$ cat src/clpt_pkg.sv
/*
 Constants, register map and carrier types of the cold load pick-up timing block.
 Assumes one 25 MHz processing clock and currents scaled in hundredths of nominal.
*/
package clpt_pkg;

   // Clock and timer resolution
   localparam int CLK_NS = 40;
   localparam int TICK_NS = 5000000;
   localparam int TICK_CYC = TICK_NS / CLK_NS;
   localparam int TICK_MS = 5;

   // Widths
   localparam int CUR_W = 16;
   localparam int TIMER_W = 20;
   localparam int MW = CUR_W + 7;
   localparam int NUM_EV = 6;
   localparam int REC_DEPTH = 12;
   localparam int REC_AW = 4;

   // Hysteresis ratio, percent of setting
   localparam logic [MW-1:0] PCT_FULL = 23'h000064;
   localparam logic [MW-1:0] PCT_REL = 23'h000061;

   // Setting defaults
   localparam int START_DELAY_MS = 10000;
   localparam int MAX_INRUSH_MS = 30000;
   localparam int MIN_HOLD_MS = 40;
   localparam logic [TIMER_W-1:0] START_DEF = TIMER_W'(START_DELAY_MS / TICK_MS);
   localparam logic [TIMER_W-1:0] MAX_DEF = TIMER_W'(MAX_INRUSH_MS / TICK_MS);
   localparam logic [TIMER_W-1:0] MIN_DEF = TIMER_W'(MIN_HOLD_MS / TICK_MS);
   localparam logic [CUR_W-1:0] LOW_DEF = 16'h0014;
   localparam logic [CUR_W-1:0] HIGH_DEF = 16'h0078;
   localparam logic [CUR_W-1:0] OVER_DEF = 16'h00c8;
   localparam logic [NUM_EV-1:0] MASK_DEF = 6'h3f;

   // Event identifiers
   localparam int EV_LOW = 0;
   localparam int EV_HIGH = 1;
   localparam int EV_NORMAL = 2;
   localparam int EV_OVER = 3;
   localparam int EV_PICKUP = 4;
   localparam int EV_BLOCK = 5;

   // Register byte offsets
   localparam logic [7:0] CTRL_OFS = 8'h00;
   localparam logic [7:0] LOW_THR_OFS = 8'h04;
   localparam logic [7:0] HIGH_THR_OFS = 8'h08;
   localparam logic [7:0] OVER_THR_OFS = 8'h0c;
   localparam logic [7:0] START_OFS = 8'h10;
   localparam logic [7:0] MAX_OFS = 8'h14;
   localparam logic [7:0] MIN_OFS = 8'h18;
   localparam logic [7:0] EVMASK_OFS = 8'h1c;
   localparam logic [7:0] STATUS_OFS = 8'h20;
   localparam logic [7:0] ACT_CNT_OFS = 8'h24;
   localparam logic [7:0] BLK_CNT_OFS = 8'h28;
   localparam logic [7:0] REC_SEL_OFS = 8'h2c;
   localparam logic [7:0] REC_PTR_OFS = 8'h30;
   localparam logic [7:0] REC_TS_OFS = 8'h34;
   localparam logic [7:0] REC_ID_OFS = 8'h38;
   localparam logic [7:0] REC_I12_OFS = 8'h3c;
   localparam logic [7:0] REC_I3_OFS = 8'h40;
   localparam logic [7:0] REC_TTA_OFS = 8'h44;
   localparam logic [7:0] REC_ACT_OFS = 8'h48;
   localparam logic [7:0] REC_START_OFS = 8'h4c;
   localparam logic [7:0] REC_RECL_OFS = 8'h50;
   localparam int CTRL_CLR_BIT = 0;
   localparam int EVMASK_OFF_LSB = 8;

   typedef struct packed {
      logic [2:0][CUR_W-1:0] mag;
   } clpt_phase_t;

   typedef struct packed {
      logic [NUM_EV-1:0] on;
      logic [NUM_EV-1:0] off;
      logic [31:0] stamp;
   } clpt_event_t;

   typedef struct packed {
      logic [31:0] stamp;
      logic [2:0] id;
      logic [2:0] group;
      logic [2:0][CUR_W-1:0] mag;
      logic [TIMER_W-1:0] to_act;
      logic [TIMER_W-1:0] act_time;
      logic [TIMER_W-1:0] startup;
      logic [TIMER_W-1:0] reclaim;
   } clpt_rec_t;

endpackage : clpt_pkg

$ cat src/clpt_cold_load_pickup.sv
/*
 Cold load pick-up detector: comparators, start/max/min timers, events, counters,
 a circular store of operation records and an APB register slave.
 Assumes currents, block, setting group and time stamp come from logic on pclk.
*/
// Our own choices: the APB register port and the address map.
`timescale 1ns/10ps
module clpt_cold_load_pickup #(
   parameter int TICK_CYCLES = clpt_pkg::TICK_CYC,
   parameter int REC_DEPTH = clpt_pkg::REC_DEPTH
) (
   input wire logic pclk,
   input wire logic presetn,
   input wire logic psel,
   input wire logic penable,
   input wire logic pwrite,
   input wire logic [7:0] paddr,
   input wire logic [31:0] pwdata,
   output logic [31:0] prdata,
   output logic pready,
   output logic pslverr,
   input wire clpt_pkg::clpt_phase_t measured_magnitude,
   input wire logic block_in,
   input wire logic [2:0] setting_group,
   input wire logic [31:0] time_stamp,
   output logic pickup_active_out,
   output logic blocked_out,
   output clpt_pkg::clpt_event_t event_out
);

   localparam int TW = clpt_pkg::TIMER_W;
   localparam int CW = clpt_pkg::CUR_W;
   localparam int MW = clpt_pkg::MW;
   localparam int NE = clpt_pkg::NUM_EV;
   localparam int AW = clpt_pkg::REC_AW;

   typedef enum logic [1:0] {ST_IDLE, ST_ACTIVE, ST_BLOCKED} clpt_state_t;

   clpt_state_t state_reg;
   logic [31:0] tick_cnt_reg;
   logic tick_reg, tick_d_reg;
   logic [CW-1:0] low_thr_reg, high_thr_reg, over_thr_reg;
   logic [TW-1:0] start_delay_reg, max_time_reg, min_time_reg;
   logic [NE-1:0] mask_on_reg, mask_off_reg;
   logic clr_cnt_reg;
   logic [2:0] low_ph_reg, high_ph_reg, over_ph_reg;
   logic low_prev_reg;
   logic [TW-1:0] start_cnt_reg, max_cnt_reg, min_cnt_reg, act_cnt_reg;
   logic max_run_reg, min_run_reg;
   logic [NE-1:0] cond_prev_reg;
   logic [31:0] act_count_reg, blk_count_reg;
   clpt_pkg::clpt_rec_t rec_mem [REC_DEPTH];
   logic [AW-1:0] rec_wptr_reg, rec_sel_reg;
   logic [AW:0] rec_fill_reg;
   logic low_cond, high_cond, over_cond, band_cond, min_done, max_done;
   logic [NE-1:0] cond_vec, rise_vec, fall_vec;
   logic setup_ph, wr_en;
   logic addr_ok;
   logic [31:0] rd_data;
   clpt_pkg::clpt_rec_t rec_rd;

   ////////////////////////////////////////////////////////////////////////////
   // Timer resolution tick
   always_ff @(posedge pclk or negedge presetn) begin
      if (!presetn) begin
         tick_cnt_reg <= 32'h00000000;
         tick_reg <= 1'b0;
         tick_d_reg <= 1'b0;
      end else begin
         tick_reg <= (tick_cnt_reg == 32'(TICK_CYCLES - 1));
         tick_d_reg <= tick_reg;
         if (tick_cnt_reg == 32'(TICK_CYCLES - 1)) begin
            tick_cnt_reg <= 32'h00000000;
         end else begin
            tick_cnt_reg <= tick_cnt_reg + 32'h00000001;
         end
      end
   end

   ////////////////////////////////////////////////////////////////////////////
   // Per-phase comparators with hysteresis, sampled once per tick
   for (genvar p = 0; p < 3; p++) begin : g_phase
      logic [MW-1:0] im100, im97, low100, low97, high100, high97, over100, over97;
      assign im100 = MW'(measured_magnitude.mag[p]) * clpt_pkg::PCT_FULL;
      assign im97 = MW'(measured_magnitude.mag[p]) * clpt_pkg::PCT_REL;
      assign low100 = MW'(low_thr_reg) * clpt_pkg::PCT_FULL;
      assign low97 = MW'(low_thr_reg) * clpt_pkg::PCT_REL;
      assign high100 = MW'(high_thr_reg) * clpt_pkg::PCT_FULL;
      assign high97 = MW'(high_thr_reg) * clpt_pkg::PCT_REL;
      assign over100 = MW'(over_thr_reg) * clpt_pkg::PCT_FULL;
      assign over97 = MW'(over_thr_reg) * clpt_pkg::PCT_REL;
      always_ff @(posedge pclk or negedge presetn) begin
         if (!presetn) begin
            low_ph_reg[p] <= 1'b0;
            high_ph_reg[p] <= 1'b0;
            over_ph_reg[p] <= 1'b0;
         end else if (tick_reg) begin
            // Under-type releases once 97 % of current passes the setting
            if (im100 < low100) begin
               low_ph_reg[p] <= 1'b1;
            end else if (im97 > low100) begin
               low_ph_reg[p] <= 1'b0;
            end
            if (im100 > high100) begin
               high_ph_reg[p] <= 1'b1;
            end else if (im100 < high97) begin
               high_ph_reg[p] <= 1'b0;
            end
            if (im100 > over100) begin
               over_ph_reg[p] <= 1'b1;
            end else if (im100 < over97) begin
               over_ph_reg[p] <= 1'b0;
            end
         end
      end
   end

   assign low_cond = &low_ph_reg;
   assign high_cond = &high_ph_reg;
   assign over_cond = |over_ph_reg;
   assign band_cond = !low_cond && !high_cond;
   assign min_done = (min_cnt_reg >= min_time_reg);
   assign max_done = max_run_reg && (max_cnt_reg >= max_time_reg);

   ////////////////////////////////////////////////////////////////////////////
   // Pick-up state machine, stepped one cycle after the comparators
   always_ff @(posedge pclk or negedge presetn) begin
      if (!presetn) begin
         state_reg <= ST_IDLE;
         start_cnt_reg <= '0;
         max_cnt_reg <= '0;
         min_cnt_reg <= '0;
         act_cnt_reg <= '0;
         max_run_reg <= 1'b0;
         min_run_reg <= 1'b0;
         low_prev_reg <= 1'b0;
      end else if (tick_d_reg) begin
         low_prev_reg <= low_cond;
         case (state_reg)
            ST_IDLE: begin
               max_cnt_reg <= '0;
               max_run_reg <= 1'b0;
               act_cnt_reg <= '0;
               if (!low_cond) begin
                  start_cnt_reg <= '0;
               end else if (start_cnt_reg >= start_delay_reg) begin
                  min_cnt_reg <= '0;
                  min_run_reg <= 1'b1;
                  state_reg <= block_in ? ST_BLOCKED : ST_ACTIVE;
               end else begin
                  start_cnt_reg <= start_cnt_reg + 1'b1;
               end
            end
            ST_ACTIVE: begin
               // Cleared here so the next start delay runs in full
               start_cnt_reg <= '0;
               if (~&act_cnt_reg) begin
                  act_cnt_reg <= act_cnt_reg + 1'b1;
               end
               if (over_cond || block_in) begin
                  state_reg <= ST_IDLE;
               end else if (max_done) begin
                  state_reg <= ST_IDLE;
               end else if (band_cond && min_done && !low_prev_reg) begin
                  // Band held past the minimum hold time releases the pick-up
                  state_reg <= ST_IDLE;
               end
               if (band_cond && low_prev_reg) begin
                  min_cnt_reg <= '0;
                  min_run_reg <= 1'b1;
               end else if (min_run_reg && !min_done) begin
                  min_cnt_reg <= min_cnt_reg + 1'b1;
               end
               if (high_cond && !max_run_reg) begin
                  max_run_reg <= 1'b1;
                  max_cnt_reg <= '0;
               end else if (max_run_reg && high_cond) begin
                  max_cnt_reg <= max_cnt_reg + 1'b1;
               end
            end
            ST_BLOCKED: begin
               if (!low_cond) begin
                  state_reg <= ST_IDLE;
                  start_cnt_reg <= '0;
               end
            end
            default: begin
               state_reg <= ST_IDLE;
            end
         endcase
      end
   end

   ////////////////////////////////////////////////////////////////////////////
   // Events, outputs and counters
   assign cond_vec = {state_reg == ST_BLOCKED, state_reg == ST_ACTIVE, over_cond,
                      band_cond, high_cond, low_cond};
   assign rise_vec = cond_vec & ~cond_prev_reg;
   assign fall_vec = ~cond_vec & cond_prev_reg;

   always_ff @(posedge pclk or negedge presetn) begin
      if (!presetn) begin
         // Reset state counts as normal load, so no false ON follows reset
         cond_prev_reg <= NE'(1) << clpt_pkg::EV_NORMAL;
         event_out <= '0;
         pickup_active_out <= 1'b0;
         blocked_out <= 1'b0;
      end else begin
         cond_prev_reg <= cond_vec;
         event_out.on <= rise_vec & mask_on_reg;
         event_out.off <= fall_vec & mask_off_reg;
         event_out.stamp <= time_stamp;
         pickup_active_out <= cond_vec[clpt_pkg::EV_PICKUP];
         blocked_out <= cond_vec[clpt_pkg::EV_BLOCK];
      end
   end

   // A clear in the same cycle as an increment restarts the count at one
   always_ff @(posedge pclk or negedge presetn) begin
      if (!presetn) begin
         act_count_reg <= '0;
         blk_count_reg <= '0;
      end else begin
         if (rise_vec[clpt_pkg::EV_PICKUP]) begin
            act_count_reg <= clr_cnt_reg ? 32'h00000001 : act_count_reg + 32'h00000001;
         end else if (clr_cnt_reg) begin
            act_count_reg <= '0;
         end
         if (rise_vec[clpt_pkg::EV_BLOCK]) begin
            blk_count_reg <= clr_cnt_reg ? 32'h00000001 : blk_count_reg + 32'h00000001;
         end else if (clr_cnt_reg) begin
            blk_count_reg <= '0;
         end
      end
   end

   ////////////////////////////////////////////////////////////////////////////
   // Operation record store
   always_ff @(posedge pclk or negedge presetn) begin
      if (!presetn) begin
         rec_wptr_reg <= '0;
         rec_fill_reg <= '0;
      end else if (rise_vec[clpt_pkg::EV_PICKUP] || rise_vec[clpt_pkg::EV_BLOCK]) begin
         rec_wptr_reg <= (rec_wptr_reg == AW'(REC_DEPTH - 1)) ? '0 : rec_wptr_reg + 1'b1;
         if (rec_fill_reg != (AW + 1)'(REC_DEPTH)) begin
            rec_fill_reg <= rec_fill_reg + 1'b1;
         end
      end
   end

   // Array left without reset so it maps onto plain storage
   always_ff @(posedge pclk) begin
      if (rise_vec[clpt_pkg::EV_PICKUP] || rise_vec[clpt_pkg::EV_BLOCK]) begin
         rec_mem[rec_wptr_reg].stamp <= time_stamp;
         rec_mem[rec_wptr_reg].id <= rise_vec[clpt_pkg::EV_BLOCK] ?
            3'(clpt_pkg::EV_BLOCK) : 3'(clpt_pkg::EV_PICKUP);
         rec_mem[rec_wptr_reg].group <= setting_group;
         rec_mem[rec_wptr_reg].mag <= measured_magnitude.mag;
         rec_mem[rec_wptr_reg].to_act <= (start_delay_reg > start_cnt_reg) ?
            start_delay_reg - start_cnt_reg : '0;
         rec_mem[rec_wptr_reg].act_time <= act_cnt_reg;
         rec_mem[rec_wptr_reg].startup <= max_cnt_reg;
         rec_mem[rec_wptr_reg].reclaim <= min_cnt_reg;
      end
   end

   ////////////////////////////////////////////////////////////////////////////
   // APB slave: one wait-free access cycle, data prepared in setup
   assign setup_ph = psel && !penable;
   assign wr_en = psel && penable && pready && pwrite;
   assign rec_rd = (rec_sel_reg < AW'(REC_DEPTH)) ? rec_mem[rec_sel_reg] : '0;

   always_comb begin
      rd_data = 32'h00000000;
      addr_ok = 1'b1;
      if (paddr == clpt_pkg::CTRL_OFS) begin
         rd_data = 32'h00000000;
      end else if (paddr == clpt_pkg::LOW_THR_OFS) begin
         rd_data = 32'(low_thr_reg);
      end else if (paddr == clpt_pkg::HIGH_THR_OFS) begin
         rd_data = 32'(high_thr_reg);
      end else if (paddr == clpt_pkg::OVER_THR_OFS) begin
         rd_data = 32'(over_thr_reg);
      end else if (paddr == clpt_pkg::START_OFS) begin
         rd_data = 32'(start_delay_reg);
      end else if (paddr == clpt_pkg::MAX_OFS) begin
         rd_data = 32'(max_time_reg);
      end else if (paddr == clpt_pkg::MIN_OFS) begin
         rd_data = 32'(min_time_reg);
      end else if (paddr == clpt_pkg::EVMASK_OFS) begin
         rd_data = {16'h0000, 2'h0, mask_off_reg, 2'h0, mask_on_reg};
      end else if (paddr == clpt_pkg::STATUS_OFS) begin
         rd_data = {24'h000000, state_reg, cond_vec};
      end else if (paddr == clpt_pkg::ACT_CNT_OFS) begin
         rd_data = act_count_reg;
      end else if (paddr == clpt_pkg::BLK_CNT_OFS) begin
         rd_data = blk_count_reg;
      end else if (paddr == clpt_pkg::REC_SEL_OFS) begin
         rd_data = 32'(rec_sel_reg);
      end else if (paddr == clpt_pkg::REC_PTR_OFS) begin
         rd_data = {23'h000000, rec_fill_reg, rec_wptr_reg};
      end else if (paddr == clpt_pkg::REC_TS_OFS) begin
         rd_data = rec_rd.stamp;
      end else if (paddr == clpt_pkg::REC_ID_OFS) begin
         rd_data = {24'h000000, 1'b0, rec_rd.group, 1'b0, rec_rd.id};
      end else if (paddr == clpt_pkg::REC_I12_OFS) begin
         rd_data = {rec_rd.mag[1], rec_rd.mag[0]};
      end else if (paddr == clpt_pkg::REC_I3_OFS) begin
         rd_data = 32'(rec_rd.mag[2]);
      end else if (paddr == clpt_pkg::REC_TTA_OFS) begin
         rd_data = 32'(rec_rd.to_act);
      end else if (paddr == clpt_pkg::REC_ACT_OFS) begin
         rd_data = 32'(rec_rd.act_time);
      end else if (paddr == clpt_pkg::REC_START_OFS) begin
         rd_data = 32'(rec_rd.startup);
      end else if (paddr == clpt_pkg::REC_RECL_OFS) begin
         rd_data = 32'(rec_rd.reclaim);
      end else begin
         addr_ok = 1'b0;
      end
   end

   always_ff @(posedge pclk or negedge presetn) begin
      if (!presetn) begin
         pready <= 1'b0;
         pslverr <= 1'b0;
         prdata <= 32'h00000000;
      end else begin
         pready <= setup_ph;
         pslverr <= setup_ph && !addr_ok;
         prdata <= (setup_ph && !pwrite) ? rd_data : 32'h00000000;
      end
   end

   always_ff @(posedge pclk or negedge presetn) begin
      if (!presetn) begin
         low_thr_reg <= clpt_pkg::LOW_DEF;
         high_thr_reg <= clpt_pkg::HIGH_DEF;
         over_thr_reg <= clpt_pkg::OVER_DEF;
         start_delay_reg <= clpt_pkg::START_DEF;
         max_time_reg <= clpt_pkg::MAX_DEF;
         min_time_reg <= clpt_pkg::MIN_DEF;
         mask_on_reg <= clpt_pkg::MASK_DEF;
         mask_off_reg <= clpt_pkg::MASK_DEF;
         rec_sel_reg <= '0;
         clr_cnt_reg <= 1'b0;
      end else begin
         clr_cnt_reg <= wr_en && (paddr == clpt_pkg::CTRL_OFS) &&
                        pwdata[clpt_pkg::CTRL_CLR_BIT];
         if (wr_en) begin
            if (paddr == clpt_pkg::LOW_THR_OFS) begin
               low_thr_reg <= pwdata[CW-1:0];
            end else if (paddr == clpt_pkg::HIGH_THR_OFS) begin
               high_thr_reg <= pwdata[CW-1:0];
            end else if (paddr == clpt_pkg::OVER_THR_OFS) begin
               over_thr_reg <= pwdata[CW-1:0];
            end else if (paddr == clpt_pkg::START_OFS) begin
               start_delay_reg <= pwdata[TW-1:0];
            end else if (paddr == clpt_pkg::MAX_OFS) begin
               max_time_reg <= pwdata[TW-1:0];
            end else if (paddr == clpt_pkg::MIN_OFS) begin
               min_time_reg <= pwdata[TW-1:0];
            end else if (paddr == clpt_pkg::EVMASK_OFS) begin
               mask_on_reg <= pwdata[NE-1:0];
               mask_off_reg <= pwdata[clpt_pkg::EVMASK_OFF_LSB +: NE];
            end else if (paddr == clpt_pkg::REC_SEL_OFS) begin
               rec_sel_reg <= pwdata[AW-1:0];
            end
         end
      end
   end

endmodule : clpt_cold_load_pickup

$ cat config.mk
export PLATFORM = sky130hd
export DESIGN_NAME = clpt_cold_load_pickup
export DESIGN_NICKNAME = d
export VERILOG_FILES = /design/src/clpt_pkg.sv /design/src/clpt_cold_load_pickup.sv
export SDC_FILE = /design/constraint.sdc
export NUM_CORES = 2
export LEC_CHECK = 0
export BUFFER_PORTS_ARGS = -buffer_cell sky130_fd_sc_hd__buf_2
export CAP_MARGIN = 25
export CORE_MARGIN = 2
export CORE_UTILIZATION = 55
export DETAILED_ROUTE_END_ITERATION = 7
export GPL_TIMING_DRIVEN = 0
export PLACE_DENSITY = 0.71
export SYNTH_ARGS = -nofsm -noshare
export SYNTH_HDL_FRONTEND = slang
export SYNTH_SLANG_ARGS = --single-unit
$ cat constraint.sdc
create_clock -name pclk -period 9.74 [get_ports pclk]
set_input_delay 0 -clock pclk [delete_from_list [all_inputs] [get_ports pclk]]
set_output_delay 0 -clock pclk [all_outputs]
set_load 0.005 [all_outputs]
==> impl_metrics.tcl <==
set metrics [dict create \
    dp_hpwl_mm 292 \
    wl_mm 411 \
    avgSynthCellArea_um2 14.4 \
    antenna_found_initial 41 \
    cp_data_arrival_time_ns 7.45 \
    initial_core_util_pct 55.2 \
    synth_top_family_by_area "adder cells" \
    crit_top_cell "ha_1" \
    wl_per_cell_um 34.2 \
    max_cap_viol_count 0 \
    synth_area_um2 118000 \
    irDropWorstVdd_mv 0.196 \
    drc 1 \
    yosysTopAreaCell "edfxtp_1" \
    muxShareOfSynthArea_pct 10.2 \
    criticalPathCategory "in -> reg" \
    fp.dieH_um 468 \
    synth_fa_ha_area_share_pct 11.9 \
    tns_ns 0 \
    grt_remaining_overflow 0 \
    cp_max_fo 19 \
    ys_ff_latch 2378 \
    crit_family "compound AO/OA/AOI/OAI gates" \
    cts.sinks 2378 \
    maxSlewViolCount 0 \
    fmax_mhz 149 \
    largest_register_ffs 1968 \
    io_pins 209 \
    ys_warn_count 0 \
    area_delta_synth_final_pct 14.3 \
    nFillCells 15390 \
    synth_xor_area_share_pct 2.23 \
    cts-resized-gates 0 \
    critPathSlowestCell "a31oi_1" \
    grt_max_degree 113 \
    syn_nets 9390 \
    cts_root_buffer "clkbuf_16" \
    synth_compound_gate_area_share_pct 7.61 \
    die_area_um2 219000 \
    num_rows 170 \
    drt_first_pass_iters 8 \
    crit_path_start_kind "input port" \
    synthArstFlopShare_pct 17.2 \
    clk_pin_slew_ns 0.06 \
    rsz0062_at_grt "no" \
    vias_per_cell 6.68 \
    drtAntennaViolNets 0 \
    clkLatencyLatePin_ns 0.95 \
    hp-class "in -> reg" \
    vias 80441 \
    crit_path_max_incr_delay_ns 0.86 \
    cts_setup_buffers 0 \
    period_needed_ns 6.73 \
    synth.distinct_cells 97 \
    fin_nets 10138 \
    endpoint_kind "register" \
    regMostFlops "rec_mem" \
    drive_gt1_share_pct 16.0 \
    cts_made_buffers 234 \
    skew_ns 0.116 \
    place.gp.congestion 1.02 \
    grt_usage_pct 37.3 \
    port_buffers 196 \
    grt_pass1_wl_mm 571 \
    synth-simple-area-share_pct 6.81 \
    max_slew_margin_pct 14.5 \
    violations "design-rule violations" \
    power_density_nw_per_um2 180 \
    yosys.area.top_type_share_pct 49.9 \
    leakage_nw 49.3 \
    hold_violations 0 \
    synthCells 8208 \
    post-synth-top-count-cell "edfxtp_1" \
    ys.flop_type "edfxtp_1" \
    reg_top3 "rec_mem x1968, event_out x44" \
    grt_pass1_vias 78388 \
    synth_common_cells "1968 x edfxtp_1, 936 x ha_1, 546 x nand2_1" \
    clockBufferDepth 3 \
    h-tree-depth 4 \
    yosysSeqAreaShare_pct 58.6 \
    synthTopCellsByArea "edfxtp_1 50%, ha_1 9.9%, mux4_2 9.4%" \
    cts_tree "yes" \
    status "complete, but fails checks" \
    die_w_um 468 \
    crit_buf_inv 3 \
    hold_buffers 161 \
    design.core.area_um2 214000 \
    drtIter0Drc 10778 \
    synth-edff-count 1968 \
    worstMarginPinSlew_ns 1.28 \
    p_total_w 0.0243 \
    final-setup-viol-count 0 \
    path_cells "dlygate4sd3_1, buf_2, inv_1, ha_1, ha_1, ha_1, fa_1, a21o_1, a21oi_1, o21ai_0, o41ai_1, o21ai_0, o41a_1, a31oi_1, ha_1, nand4_1, or3_1, o41ai_1, a21oi_1, o21a_1, a221o_1" \
    crit_required_ns 10.46 \
    finalCritPeriodShare_pct 69.1 \
]
cell usage in the layout, fill, tap and decap left out, drive strengths merged, types with 161 or more instances in the layout:
| cell | synthesis | layout |
|---|---|---|
| dlygate4sd3 | 0 | 161 |
| inv | 489 | 493 |
| dfrtp | 374 | 374 |
| nor2 | 478 | 478 |
| nand2 | 546 | 546 |
| buf | 129 | 477 |
| edfxtp | 1968 | 1968 |
| o21ai | 345 | 345 |
| mux4 | 492 | 492 |
| clkbuf | 154 | 480 |
| a21oi | 345 | 345 |
| ha | 936 | 936 |
final timing paths:
check                                        from         endpoint  slack (ns)  cells past startpoint
hold / removal                      time_stamp[8]  rec_mem[8][140]        0.04                      2
max in group asynchronous                 presetn   over_ph_reg[2]        7.71                      6
setup / recovery           measured_magnitude[32]   over_ph_reg[2]        3.01                     21
setup reg to reg                  over_thr_reg[3]   over_ph_reg[2]        3.14                     19
hold reg to reg                   tick_cnt_reg[0]  tick_cnt_reg[0]        0.47                      1
min in group asynchronous                 presetn    event_out[10]        0.11                      3
logic make-up (layout without fill, tap and decap cells):
group,after synthesis,after routing
flops,2378,2378
mux,589,589
compound gates,1400,1400
other cells,0,29
fa+ha+maj,1053,1053
xor+xnor,302,302
simple gates,1714,1714
buf+inv,772,1732
per-layer routing:
metal | share of wire (%) | track usage, % | up-vias
met5 | 0.059 | 0 | -
met4 | 7.4 | 22.7 | 36
met2 | 45 | 56.9 | 5556
met1 | 36 | 47.9 | 40553
li1 | - | - | 33107
met3 | 12 | 10.1 | 1189
through the flow:
stage / instances / utilization [%] / hold slack (ns) / area (um^2) / worst slack [ns]
detailed placement: 11379 / 58.5 / -0.211 / 125000 / 3.01
finish: 12035 / 63.1 / 0.0439 / 135000 / 3.01
global placement: 11242 / 57.4 / 0.230 / 123000 / -2.25
CTS: 11988 / 63.0 / 0.00108 / 135000 / 3.17
floorplan: 8208 / - / -0.296 / 118000 / 3.61
global route: 12016 / 63.1 / 0.0295 / 135000 / 2.88
cell type report:
class                           count  area, um^2  share of cell area [%]
Tap cell                         2838        3550                    2.62
Antenna cell                       29        72.6                  0.0536
Inverter                          489        1840                    1.36
Multi-Input combinational cell   5058       46100                    34.0
Buffer                            283        1320                   0.974
Sequential cell                  2378       69400                    51.3
Clock buffer                      324        6440                    4.76
Clock inverter                    124        1550                    1.15
Timing Repair Buffer              512        5110                    3.78
power by group:
part	switching, W	leakage, nW	internal (W)	total, W
Combinational	0.00247	24.3	0.00153	0.00399
Clock	0.00410	3.84	0.00527	0.00937
Sequential	0.00000861	21.2	0.0110	0.0110
Total	0.00657	49.3	0.0178	0.0243
No activity file was read; power rests on OpenSTA's default activity.
